--- config.mk ---
export PLATFORM = sky130hd
export DESIGN_NAME = counter_timebase
export DESIGN_NICKNAME = d
export VERILOG_FILES = /design/src/hw/edge_sync.v /design/src/hw/tick_divider.v /design/src/hw/counter_timebase.v
export VERILOG_INCLUDE_DIRS = /design/src /design/src/shared
export SDC_FILE = /design/constraint.sdc
export NUM_CORES = 1
export LEC_CHECK = 0
export BUFFER_PORTS_ARGS = -buffer_cell sky130_fd_sc_hd__buf_2
export CAP_MARGIN = 20
export CORE_MARGIN = 2
export CORE_UTILIZATION = 50
export DETAILED_ROUTE_END_ITERATION = 7
export PLACE_DENSITY = 0.75
export SLEW_MARGIN = 25
export SYNTH_ARGS = -nofsm -noshare
export SYNTH_HDL_FRONTEND = slang
export SYNTH_SLANG_ARGS = --single-unit
export TNS_END_PERCENT = 50
--- constraint.sdc ---
create_clock -name i_clk -period 2.01 [get_ports i_clk]
set_clock_uncertainty 0.15 [all_clocks]
set_input_delay 0.402 -clock i_clk [delete_from_list [all_inputs] [get_ports i_clk]]
set_output_delay 0.402 -clock i_clk [all_outputs]
set_load 0.05 [all_outputs]
--- src/shared/count_timebase_regs.vh ---
// special function register addresses, field positions, reset values and divider counts
`ifndef COUNT_TIMEBASE_REGS_VH
`define COUNT_TIMEBASE_REGS_VH

// special function register addresses
`define ADDR_COUNTER_LOW_BYTE     8'he9
`define ADDR_COUNTER_HIGH_BYTE    8'hf9
`define ADDR_ARRAY_MODE_REGISTER  8'hd9

// array_mode_register field positions
`define MODE_IDLE_HALT_BIT        7
`define MODE_WATCHDOG_BIT         6
`define MODE_OVERFLOW_FLAG_BIT    4
`define MODE_TIMEBASE_MSB         3
`define MODE_TIMEBASE_LSB         1
`define MODE_OVERFLOW_IRQ_EN_BIT  0

// reset values
`define MODE_RESET                8'h40
`define COUNTER_RESET             16'h0000

// timebase_select codes
`define TB_SYS_DIV12              3'h0
`define TB_SYS_DIV4               3'h1
`define TB_TIMER0_OVERFLOW        3'h2
`define TB_EXT_PIN_FALL           3'h3
`define TB_SYS_CLOCK              3'h4
`define TB_EXT_OSC_DIV8           3'h5

// divider counts
`define DIV_SYS_12                4'hc
`define DIV_SYS_4                 4'h4
`define DIV_EXT_OSC_8             4'h8
`define DIVIDER_WIDTH             4

`endif

--- src/hw/edge_sync.v ---
// two-flop synchroniser for an outside level with rise and fall pulses
`timescale 1ns/100ps
module edge_sync
(
   // clock and reset
   input  wire i_clk,
   input  wire i_rst,
   // asynchronous input
   input  wire i_async,
   // synchronised level and edge pulses
   output wire o_level,
   output wire o_rise,
   output wire o_fall
);

   reg meta;
   reg stable;
   reg stable_d;

   always @(posedge i_clk or posedge i_rst)
   begin
      if (i_rst)
      begin
         meta     <= 1'b1;
         stable   <= 1'b1;
         stable_d <= 1'b1;
      end
      else
      begin
         meta     <= i_async;
         stable   <= meta;
         stable_d <= stable;
      end
   end

   // one pulse per edge; reset high so a pin idling high at release counts nothing
   assign o_level = stable;
   assign o_rise  = stable & ~stable_d;
   assign o_fall  = ~stable & stable_d;

endmodule

--- src/hw/tick_divider.v ---
// divides a stream of enable pulses by a fixed ratio into one tick pulse
`timescale 1ns/100ps
`include "count_timebase_regs.vh"
module tick_divider
#(
   parameter [`DIVIDER_WIDTH-1:0] DIVIDE = `DIV_SYS_4
)
(
   // clock and reset
   input  wire i_clk,
   input  wire i_rst,
   // input pulses to divide
   input  wire i_pulse,
   // one pulse for every DIVIDE input pulses
   output wire o_tick
);

   reg [`DIVIDER_WIDTH-1:0] count;

   always @(posedge i_clk or posedge i_rst)
   begin
      if (i_rst)
         count <= {`DIVIDER_WIDTH{1'b0}};
      else if (i_pulse)
      begin
         if (count == DIVIDE - 1'b1)
            count <= {`DIVIDER_WIDTH{1'b0}};
         else
            count <= count + 1'b1;
      end
   end

   assign o_tick = i_pulse & (count == DIVIDE - 1'b1);

endmodule

--- src/hw/counter_timebase.v ---
// counter array 16-bit counter, timebase selection, snapshot and overflow flag
// What this block does
// the count is a 16-bit up-counter readable and writable as two byte halves
// reading the low byte latches the high byte; the next high read returns it
// software should read the low byte before the high byte for a coherent value
// reads of either byte never disturb counting
// a three-bit select picks one of six count sources; 11x is reserved
// count on each falling edge of the external pin, which toggles at most clock/4
// the external oscillator is synchronised and then divided by eight before counting
// wrapping from all ones to zero sets the overflow flag
// the interrupt request follows the flag only while its enable bit is one
// the flag stays set across interrupt entry; software clears it
// idle halts counting only while the idle-control bit is one
// after reset the watchdog is on and it blocks writes to array registers, except to the watchdog bit itself
// the pin is sampled on the system clock; one count per falling edge
// a reserved select holds the counter and raises no overflow
`timescale 1ns/100ps
`include "count_timebase_regs.vh"
module counter_timebase
(
   // clock and reset
   input  wire        i_clk,
   input  wire        i_rst,
   // special function register port
   input  wire [7:0]  i_sfr_addr,
   input  wire        i_sfr_wr,
   input  wire        i_sfr_rd,
   input  wire [7:0]  i_sfr_wdata,
   output wire [7:0]  o_sfr_rdata,
   // processor state and other timers
   input  wire        i_cpu_idle,
   input  wire        i_timer0_overflow,
   // outside pins
   input  wire        i_external_count_pin,
   input  wire        i_ext_osc,
   // count and status toward the capture/compare modules
   output wire [15:0] o_count,
   output wire        o_count_tick,
   output wire        o_counter_overflow_irq,
   output wire        o_watchdog_active
);

   // register state
   reg  [15:0] count;
   reg  [7:0]  snapshot;
   reg         snapshot_valid;
   reg  [7:0]  rdata;
   reg  [2:0]  timebase_select;
   reg         idle_halt_control;
   reg         overflow_irq_enable;
   reg         counter_overflow_flag;
   reg         watchdog_function;

   // decoded accesses
   wire        hit_low;
   wire        hit_high;
   wire        hit_mode;
   wire        wr_low;
   wire        wr_high;
   wire        wr_mode;
   wire        rd_low;
   wire        rd_high;
   wire        rd_mode;
   wire        write_allowed;

   // timebase pulses
   wire        tick_sys_div12;
   wire        tick_sys_div4;
   wire        pin_fall;
   wire        osc_rise;
   wire        tick_ext_osc;
   reg         source_tick;
   wire        halted;
   wire        advance;
   wire        wraps;
   reg  [7:0]  mode_value;
   reg  [7:0]  next_rdata;
   wire        reserved_select;
   // next-state values
   reg  [15:0] next_count;
   reg         next_overflow_flag;

   // reset image of the mode register, split into its fields below
   localparam [7:0] MODE_RST = `MODE_RESET;

   assign hit_low  = (i_sfr_addr == `ADDR_COUNTER_LOW_BYTE);
   assign hit_high = (i_sfr_addr == `ADDR_COUNTER_HIGH_BYTE);
   assign hit_mode = (i_sfr_addr == `ADDR_ARRAY_MODE_REGISTER);

   // while the watchdog runs, the counter and all mode fields but the watchdog bit are locked
   assign write_allowed = ~watchdog_function;

   assign wr_low  = i_sfr_wr & hit_low & write_allowed;
   assign wr_high = i_sfr_wr & hit_high & write_allowed;
   assign wr_mode = i_sfr_wr & hit_mode;
   assign rd_low  = i_sfr_rd & hit_low;
   assign rd_high = i_sfr_rd & hit_high;
   assign rd_mode = i_sfr_rd & hit_mode;

   // fixed-ratio dividers of the system clock
   tick_divider
   #(
      .DIVIDE (`DIV_SYS_12)
   )
   u_div12
   (
      .i_clk   (i_clk),
      .i_rst   (i_rst),
      .i_pulse (1'b1),
      .o_tick  (tick_sys_div12)
   );

   tick_divider
   #(
      .DIVIDE (`DIV_SYS_4)
   )
   u_div4
   (
      .i_clk   (i_clk),
      .i_rst   (i_rst),
      .i_pulse (1'b1),
      .o_tick  (tick_sys_div4)
   );

   // external pin: two flops, then a single-cycle fall pulse
   edge_sync u_pin_sync
   (
      .i_clk   (i_clk),
      .i_rst   (i_rst),
      .i_async (i_external_count_pin),
      .o_level (),
      .o_rise  (),
      .o_fall  (pin_fall)
   );

   // oscillator edges are brought into the system domain before dividing,
   // so it must run below half the system clock; one domain is kept
   edge_sync u_osc_sync
   (
      .i_clk   (i_clk),
      .i_rst   (i_rst),
      .i_async (i_ext_osc),
      .o_level (),
      .o_rise  (osc_rise),
      .o_fall  ()
   );

   tick_divider
   #(
      .DIVIDE (`DIV_EXT_OSC_8)
   )
   u_div_osc
   (
      .i_clk   (i_clk),
      .i_rst   (i_rst),
      .i_pulse (osc_rise),
      .o_tick  (tick_ext_osc)
   );

   // count source selection
   always @*
   begin
      case (timebase_select)
         `TB_SYS_DIV12:       source_tick = tick_sys_div12;
         `TB_SYS_DIV4:        source_tick = tick_sys_div4;
         `TB_TIMER0_OVERFLOW: source_tick = i_timer0_overflow;
         `TB_EXT_PIN_FALL:    source_tick = pin_fall;
         `TB_SYS_CLOCK:       source_tick = 1'b1;
         `TB_EXT_OSC_DIV8:    source_tick = tick_ext_osc;
         default:             source_tick = 1'b0;
      endcase
   end

   assign halted  = i_cpu_idle & idle_halt_control;
   // reserved codes also gate the advance, not only the source mux
   assign reserved_select = (timebase_select[2:1] == 2'h3);
   // a software write to either byte takes priority over counting that cycle
   assign advance = source_tick & ~halted & ~reserved_select & ~wr_low & ~wr_high;
   assign wraps   = advance & (count == 16'hffff);

   // next counter value; reads have no part in it
   always @*
   begin
      next_count = count;
      if (wr_low)
         next_count = {count[15:8], i_sfr_wdata};
      else if (wr_high)
         next_count = {i_sfr_wdata, count[7:0]};
      else if (advance)
         next_count = count + 16'h0001;
   end

   // the counter
   always @(posedge i_clk or posedge i_rst)
   begin
      if (i_rst)
         count <= `COUNTER_RESET;
      else
         count <= next_count;
   end

   // high-byte snapshot taken on every low-byte read
   always @(posedge i_clk or posedge i_rst)
   begin
      if (i_rst)
      begin
         snapshot       <= 8'h00;
         snapshot_valid <= 1'b0;
      end
      else if (rd_low)
      begin
         snapshot       <= count[15:8];
         snapshot_valid <= 1'b1;
      end
      else if (rd_high)
         snapshot_valid <= 1'b0;
   end

   // mode register fields
   always @(posedge i_clk or posedge i_rst)
   begin
      if (i_rst)
      begin
         idle_halt_control   <= MODE_RST[`MODE_IDLE_HALT_BIT];
         watchdog_function   <= MODE_RST[`MODE_WATCHDOG_BIT];
         timebase_select     <= MODE_RST[`MODE_TIMEBASE_MSB:`MODE_TIMEBASE_LSB];
         overflow_irq_enable <= MODE_RST[`MODE_OVERFLOW_IRQ_EN_BIT];
      end
      else if (wr_mode)
      begin
         // the watchdog bit itself stays writable so software can unlock
         watchdog_function <= i_sfr_wdata[`MODE_WATCHDOG_BIT];
         if (write_allowed)
         begin
            idle_halt_control   <= i_sfr_wdata[`MODE_IDLE_HALT_BIT];
            timebase_select     <= i_sfr_wdata[`MODE_TIMEBASE_MSB:`MODE_TIMEBASE_LSB];
            overflow_irq_enable <= i_sfr_wdata[`MODE_OVERFLOW_IRQ_EN_BIT];
         end
      end
   end

   // overflow flag: hardware set wins over a software clear in the same cycle
   always @*
   begin
      next_overflow_flag = counter_overflow_flag;
      if (wraps)
         next_overflow_flag = 1'b1;
      else if (wr_mode & write_allowed)
         next_overflow_flag = i_sfr_wdata[`MODE_OVERFLOW_FLAG_BIT];
   end

   // flag register, left set across interrupt entry
   always @(posedge i_clk or posedge i_rst)
   begin
      if (i_rst)
         counter_overflow_flag <= MODE_RST[`MODE_OVERFLOW_FLAG_BIT];
      else
         counter_overflow_flag <= next_overflow_flag;
   end

   always @*
   begin
      mode_value                            = 8'h00;
      mode_value[`MODE_IDLE_HALT_BIT]       = idle_halt_control;
      mode_value[`MODE_WATCHDOG_BIT]        = watchdog_function;
      mode_value[`MODE_OVERFLOW_FLAG_BIT]   = counter_overflow_flag;
      mode_value[`MODE_TIMEBASE_MSB:`MODE_TIMEBASE_LSB] = timebase_select;
      mode_value[`MODE_OVERFLOW_IRQ_EN_BIT] = overflow_irq_enable;
   end

   // read data mux; unmapped addresses read zero
   always @*
   begin
      next_rdata = rdata;
      if (rd_low)
         next_rdata = count[7:0];
      else if (rd_high)
         next_rdata = snapshot_valid ? snapshot : count[15:8];
      else if (rd_mode)
         next_rdata = mode_value;
      else if (i_sfr_rd)
         next_rdata = 8'h00;
   end

   // registered so read data stands until the next read strobe
   always @(posedge i_clk or posedge i_rst)
   begin
      if (i_rst)
         rdata <= 8'h00;
      else
         rdata <= next_rdata;
   end

   assign o_sfr_rdata            = rdata;
   assign o_count                = count;
   assign o_count_tick           = advance;
   // level request, never cleared by the core's interrupt entry
   assign o_counter_overflow_irq = counter_overflow_flag & overflow_irq_enable;
   assign o_watchdog_active      = watchdog_function;

endmodule

* Word level (Yosys, flattened, before mapping)
Index checks and enable logic that the tools add are counted.
Cells by class: divide/modulo/power cells 0, shift-type cells 0, $lt $le $gt $ge 0, bitwise operators 26, $add $sub $neg 4, reductions and logical operators 9, multiply operators 0, equality and inequality tests 14, mux-type cells 16
Operators with widths (count):
- $mux W8 | 6
- $mux W16 | 2
- $eq A8 B8 Y1 const B | 3
- $and A1 B1 Y1 | 19
- $add A16 B1 Y16 const B | 1
- $eq A16 B16 Y1 const B | 1
- $add A4 B1 Y4 const B | 3
- $mux W4 | 3
- $reduce_bool A2 Y1 | 4
- $not A1 Y1 | 7
- $eq A3 B2 Y1 const B | 2
- $eq A3 B3 Y1 const B | 2
- $pmux W1 S6 | 1
- $reduce_and A2 Y1 | 3
- $eq A4 B2 Y1 const B | 1
- $eq A4 B3 Y1 const B | 1
- $eq A4 B4 Y1 const B | 1
- $mux W1 | 4
- $reduce_bool A4 Y1 | 1
- $eq A3 B1 Y1 const B | 1
- $logic_not A3 Y1 | 1
- $eq A2 B2 Y1 const B | 1
- $ne A2 B2 Y1 const B | 1
Storage, ports and cells: word-level logic and storage cells 88, bits in read-only memories 0, output and inout port bits 27, bits of input ports 24, flip-flop bits (word level) 58, memories kept 0, bits in writable memories 0, latch bits 0

* Logic depth before layout (Yosys ltp)
depth after elaboration 11, depth in mapped cells 9, gate-level depth less buffers 8

* Hierarchy
A second synthesis with hierarchy kept.
Unflattened totals: cells, all modules 306, area, all modules 3065.4 um2
Modules (own cells, without submodules):
- counter_timebase | sequential area each 1002.2 um2, times used 1, area each 2245.9 um2, cells each 239
- tick_divider at u_div12 | sequential area each 100.1 um2, times used 1, area each 214.0 um2, cells each 21
- tick_divider at u_div_osc | sequential area each 100.1 um2, times used 1, area each 207.7 um2, cells each 17
- tick_divider at u_div4 | sequential area each 100.1 um2, times used 1, area each 202.7 um2, cells each 17
- edge_sync | sequential area each 78.8 um2, times used 2, area each 97.6 um2, cells each 6

* Worst setup path after synthesis
OpenSTA, ideal clock, no wires.
path kind register -> register, from reg count[0], in the netlist o_count[0], to reg count[14], in the netlist o_count[14], data required time 1734 ps, arrival time 2072 ps, library setup time 126 ps, path slack -338 ps, path buffers 0, clock period less this slack 2348 ps, cell stages (with the launch flop) 7, cells stage by stage dfrtp_1 > ha_1 > nand3_1 > nor3_1 > nand3_1 > o2bb2ai_1 > a221o_1
On the way: longest elaborated chain between the ends 3
RTL lines:
- from (decl) | RTL line counter_timebase.v:44 | reg [15:0] count;
- from (signal assigned) | RTL line counter_timebase.v:197 | count <= `COUNTER_RESET;
- from (signal assigned) | RTL line counter_timebase.v:199 | count <= next_count;
- $add A16 B1 Y16 | RTL line counter_timebase.v:190 | next_count = count + 16'h0001;
- $mux W16 | RTL line counter_timebase.v:189 | else if (advance)
- $mux W16 | RTL line counter_timebase.v:187 | else if (wr_high)
No other way between the ends. The select of a mux whose other input is x is not followed. A chain may end at the register's enable or synchronous reset.

* Worst setup path after layout
from reg u_osc_sync.stable, in the netlist u_osc_sync.o_level, to out o_count_tick
On the way: longest elaborated chain between the ends 7
RTL lines:
- from (decl) | RTL line edge_sync.v:17 | reg stable;
- from (signal assigned) | RTL line edge_sync.v:31 | stable <= meta;
- $and A1 B1 Y1 | RTL line edge_sync.v:38 | assign o_rise = stable & ~stable_d;
- $and A1 B1 Y1 | RTL line tick_divider.v:33 | assign o_tick = i_pulse & (count == DIVIDE - 1'b1);
- $pmux W1 S6 | RTL line counter_timebase.v:163 | case (timebase_select)
- $and A1 B1 Y1 (4 in series) | RTL line counter_timebase.v:178 | assign advance = source_tick & ~halted & ~reserved_select & ~wr_low & ~wr_high;
- to (decl) | RTL line counter_timebase.v:38 | output wire o_count_tick,
No other way between the ends.

==> results.md <==
* Hold-critical path depth at 2
* Clk slew on worst S/H paths at 0.07 ns
* Final HPWL DP at 5790 um
* Syn nets at 308
* Largest net degree at the start of global routing at 34
* Unrepaired setup endpoints after global routing: yes
* Post-Synthesis Cells at 280
* Nets at 413
* Multi-input gate area at 1590 sq um
* Max Root-Sink Buffers at 2
* Leakage at 1.90 nW
* Post-synthesis mux area share at 8.79%
* Clock Root Buffer: clkbuf_8
* Post-synth EDFFs at 0
* Max Cap Violations at 0
* Critical path data required time at 1.46 ns
* Max-Slew Margin vs Limit at 70.3%
* Post-synthesis sequential area ratio at 49.6%
* Largest family of logic cells by synthesized area: simple AND/OR/NAND/NOR gates
* Power Density at 888 nW/um^2
* H-tree depth at 3
* Outcome: complete, but fails checks
* CTS tree: yes
* Hold WC Path Type: in -> reg
* Reg area at 1470 sq um
* Die X-Extent at 80.8 um
* Crit end category: output port
* Clk_lat worst skew at 0.34 ns
* Antenna violations before repair at 0
* Vias/cell at 6.11
* Ys async rst share at 100%
* Reg2reg setup slack at -0.34 ns
* Die area at 6520 sq um
* Std cell rows at 27
* Synth cell types at 51
* Min-Delay Endpoint: o_watchdog_active
* Non-Filler Instances at 462
* Final Core Density at 74.3%
* Clock Sinks at 58
* Initial DRC Count at 226
* Crit-path max FO at 2
* Fin. Hold Viols at 0
* Pins Over Slew Limit at 0
* Nature of the critical path startpoint: flip-flop
* Post-synthesis adder-cell area fraction at 1.70%
* Most frequent cells in the layout: buf_2, dfrtp_1, buf_4
* Final ANT Viol Nets at 0
* Max Freq at 0.412 GHz
* Failing checks: negative setup slack
* Mapped Area at 2950 sq um
* Worst slew pin tran at 0.443 ns
* Area Overhead vs Synth at 41.3%
* Post-synthesis xor/xnor area fraction at 0.892%
* Synth Warn # at 0
* Inserted Clock Buffers at 9
* GPL Wtd Cong at 0.876
* GRT Overall Usage at 29.0%
* Setup violators final at 18
* Port Buffers at 50
* Mean routed wirelength per cell at 18.9 um
* Post-Synth Simple-Gate Area at 17.8%
* First-pass GRT wire length at 13,800 um
* Vias in the first global route at 2,765
* Post-synthesis average cell area at 10.5 sq um
* Compound-Gate Fraction of Synth Area at 16.6%
* Crit path time final at 2.43 ns
* Synth Flop Type: dfrtp_1
* Number of diodes at 0
* Fill count at 382
* Reg-to-Reg End: o_count[5]
* Synth Register Bits at 58
* Design Power at 3.70 mW
* DRC Markers at 0
* Commonest non-fill, non-tap cell in the layout: buf_2
* Die height at 80.8 um
* Starting Density at 52.5%
* Final wirelength at 8710 um
* CP Class: reg -> out
* Worst r2r src: u_div_osc.count[1]
* Share of cells above drive strength 1 at 46.4%
* I/O Pins at 51
* R2R depth at 10
* Post-Place Cells at 436
* PnR worst setup slack at -0.416 ns
* Maximum vdd drop at 0.000566 V
* Period utilization at 121%
* Core area at 5610 sq um
* Hold_sp: i_sfr_wdata[6]
* Drt pass-1 iters at 5
* Total grt overflow at 0
* Vias at 2,821
* Crit path DAT at 1.87 ns
area by class of cell:
cell class	instances	share of cell area, %
clock buffers	13	3.58
clock inverters	3	0.962
inverters	18	1.68
multi-input cells	191	38.1
flip-flops and latches	58	35.2
well taps	72	2.16
repair buffers	107	18.3
kinds of logic after synthesis:
| family | after synthesis |
|---|---|
| AND/OR/NAND/NOR | 90 |
| AO/OA/AOI/OAI | 70 |
| flip-flops | 58 |
| buffers and inverters | 31 |
| multiplexers | 24 |
| adder cells (fa/ha/maj) | 4 |
| XOR/XNOR | 3 |
worst max-delay path by stage:
stage                                   from           end  slack (ns)  depth (start not counted)
final                     u_osc_sync.o_level  o_count_tick       -0.42                          6
after CTS                 u_div_osc.count[0]  o_count_tick       -0.50                          7
after global placement    u_osc_sync.o_level  o_count_tick       -0.20                          6
after global routing      u_osc_sync.o_level  o_count_tick       -0.50                          6
after floorplan            o_watchdog_active    o_count[5]       -0.19                          6
after detailed placement  u_div_osc.count[0]    o_count[6]       -0.24                          9
synth_stat cells, types with 5 or more instances:
| master | count | area share, % |
|---|---|---|
| inv_1 | 18 | 2.3 |
| nor2_1 | 22 | 2.8 |
| a21oi_1 | 10 | 1.7 |
| mux2_2 | 15 | 5.7 |
| nand4_1 | 6 | 1.3 |
| nor3_1 | 7 | 1.2 |
| mux2i_1 | 9 | 3.1 |
| nand3_1 | 14 | 2.4 |
| dfstp_2 | 7 | 6.2 |
| a21o_1 | 5 | 1.3 |
| a22oi_1 | 8 | 2.0 |
| nand2_1 | 9 | 1.1 |
| clkbuf_1 | 5 | 0.64 |
| dfrtp_1 | 51 | 43 |
| and3_1 | 9 | 1.9 |
| o22ai_1 | 13 | 2.8 |
| o21ai_0 | 8 | 1.4 |
power breakdown:
group / switching [mW] / internal (mW)
clock: 0.464 / 0.604
combinational: 0.699 / 0.479
sequential: 0.159 / 1.29
total: 1.32 / 2.38
repair_timing:
action                                  in CTS  in global routing
hold buffers                                 3                  0
gates resized for setup                     35                 19
endpoints found under the hold margin       53                  0
cloned                                       0                  0
setup buffers                                7                  1
pin swaps                                   15                 11
endpoints found under the setup margin      18                 23
metrics by stage:
step	TNS [ns]	hold WS, ns	instance area [sq um]	worst slack (ns)
after floorplan	-2.63	0.195	3010	-0.195
after global placement	-2.20	0.196	3640	-0.196
after detailed placement	-3.03	0.197	3640	-0.239
after CTS	-4.47	0.176	4080	-0.504
after global routing	-4.90	0.182	4160	-0.499
final	-3.39	0.188	4160	-0.416
worst max-delay path: stages, from the launching register on:
cell and delay [ns]:
dfstp_2 0.53, nor2b_4 0.14, nor4b_4 0.22, o211ai_1 0.16
or2_4 0.28, inv_4 0.06, buf_8 0.13
registers in the layout, summed over array words and instances, names as in the netlist:
name	count
counter_overflow_flag	1
idle_halt_control	1
o_count	16
o_sfr_rdata	8
o_watchdog_active	1
overflow_irq_enable	1
snapshot	8
snapshot_valid	1
timebase_select	3
u_div12.count	4
u_div4.count	4
u_div_osc.count	4
u_osc_sync.meta	1
u_osc_sync.o_level	1
u_osc_sync.stable_d	1
u_pin_sync.meta	1
u_pin_sync.o_level	1
u_pin_sync.stable_d	1
metal layers:
layer  part of all wire [%]  GRT usage [%]
met5                      0              0
met4                    5.7           19.3
met3                    6.7           4.67
met2                     47           45.3
met1                     41           37.2
(Power assumes the default switching activity.)
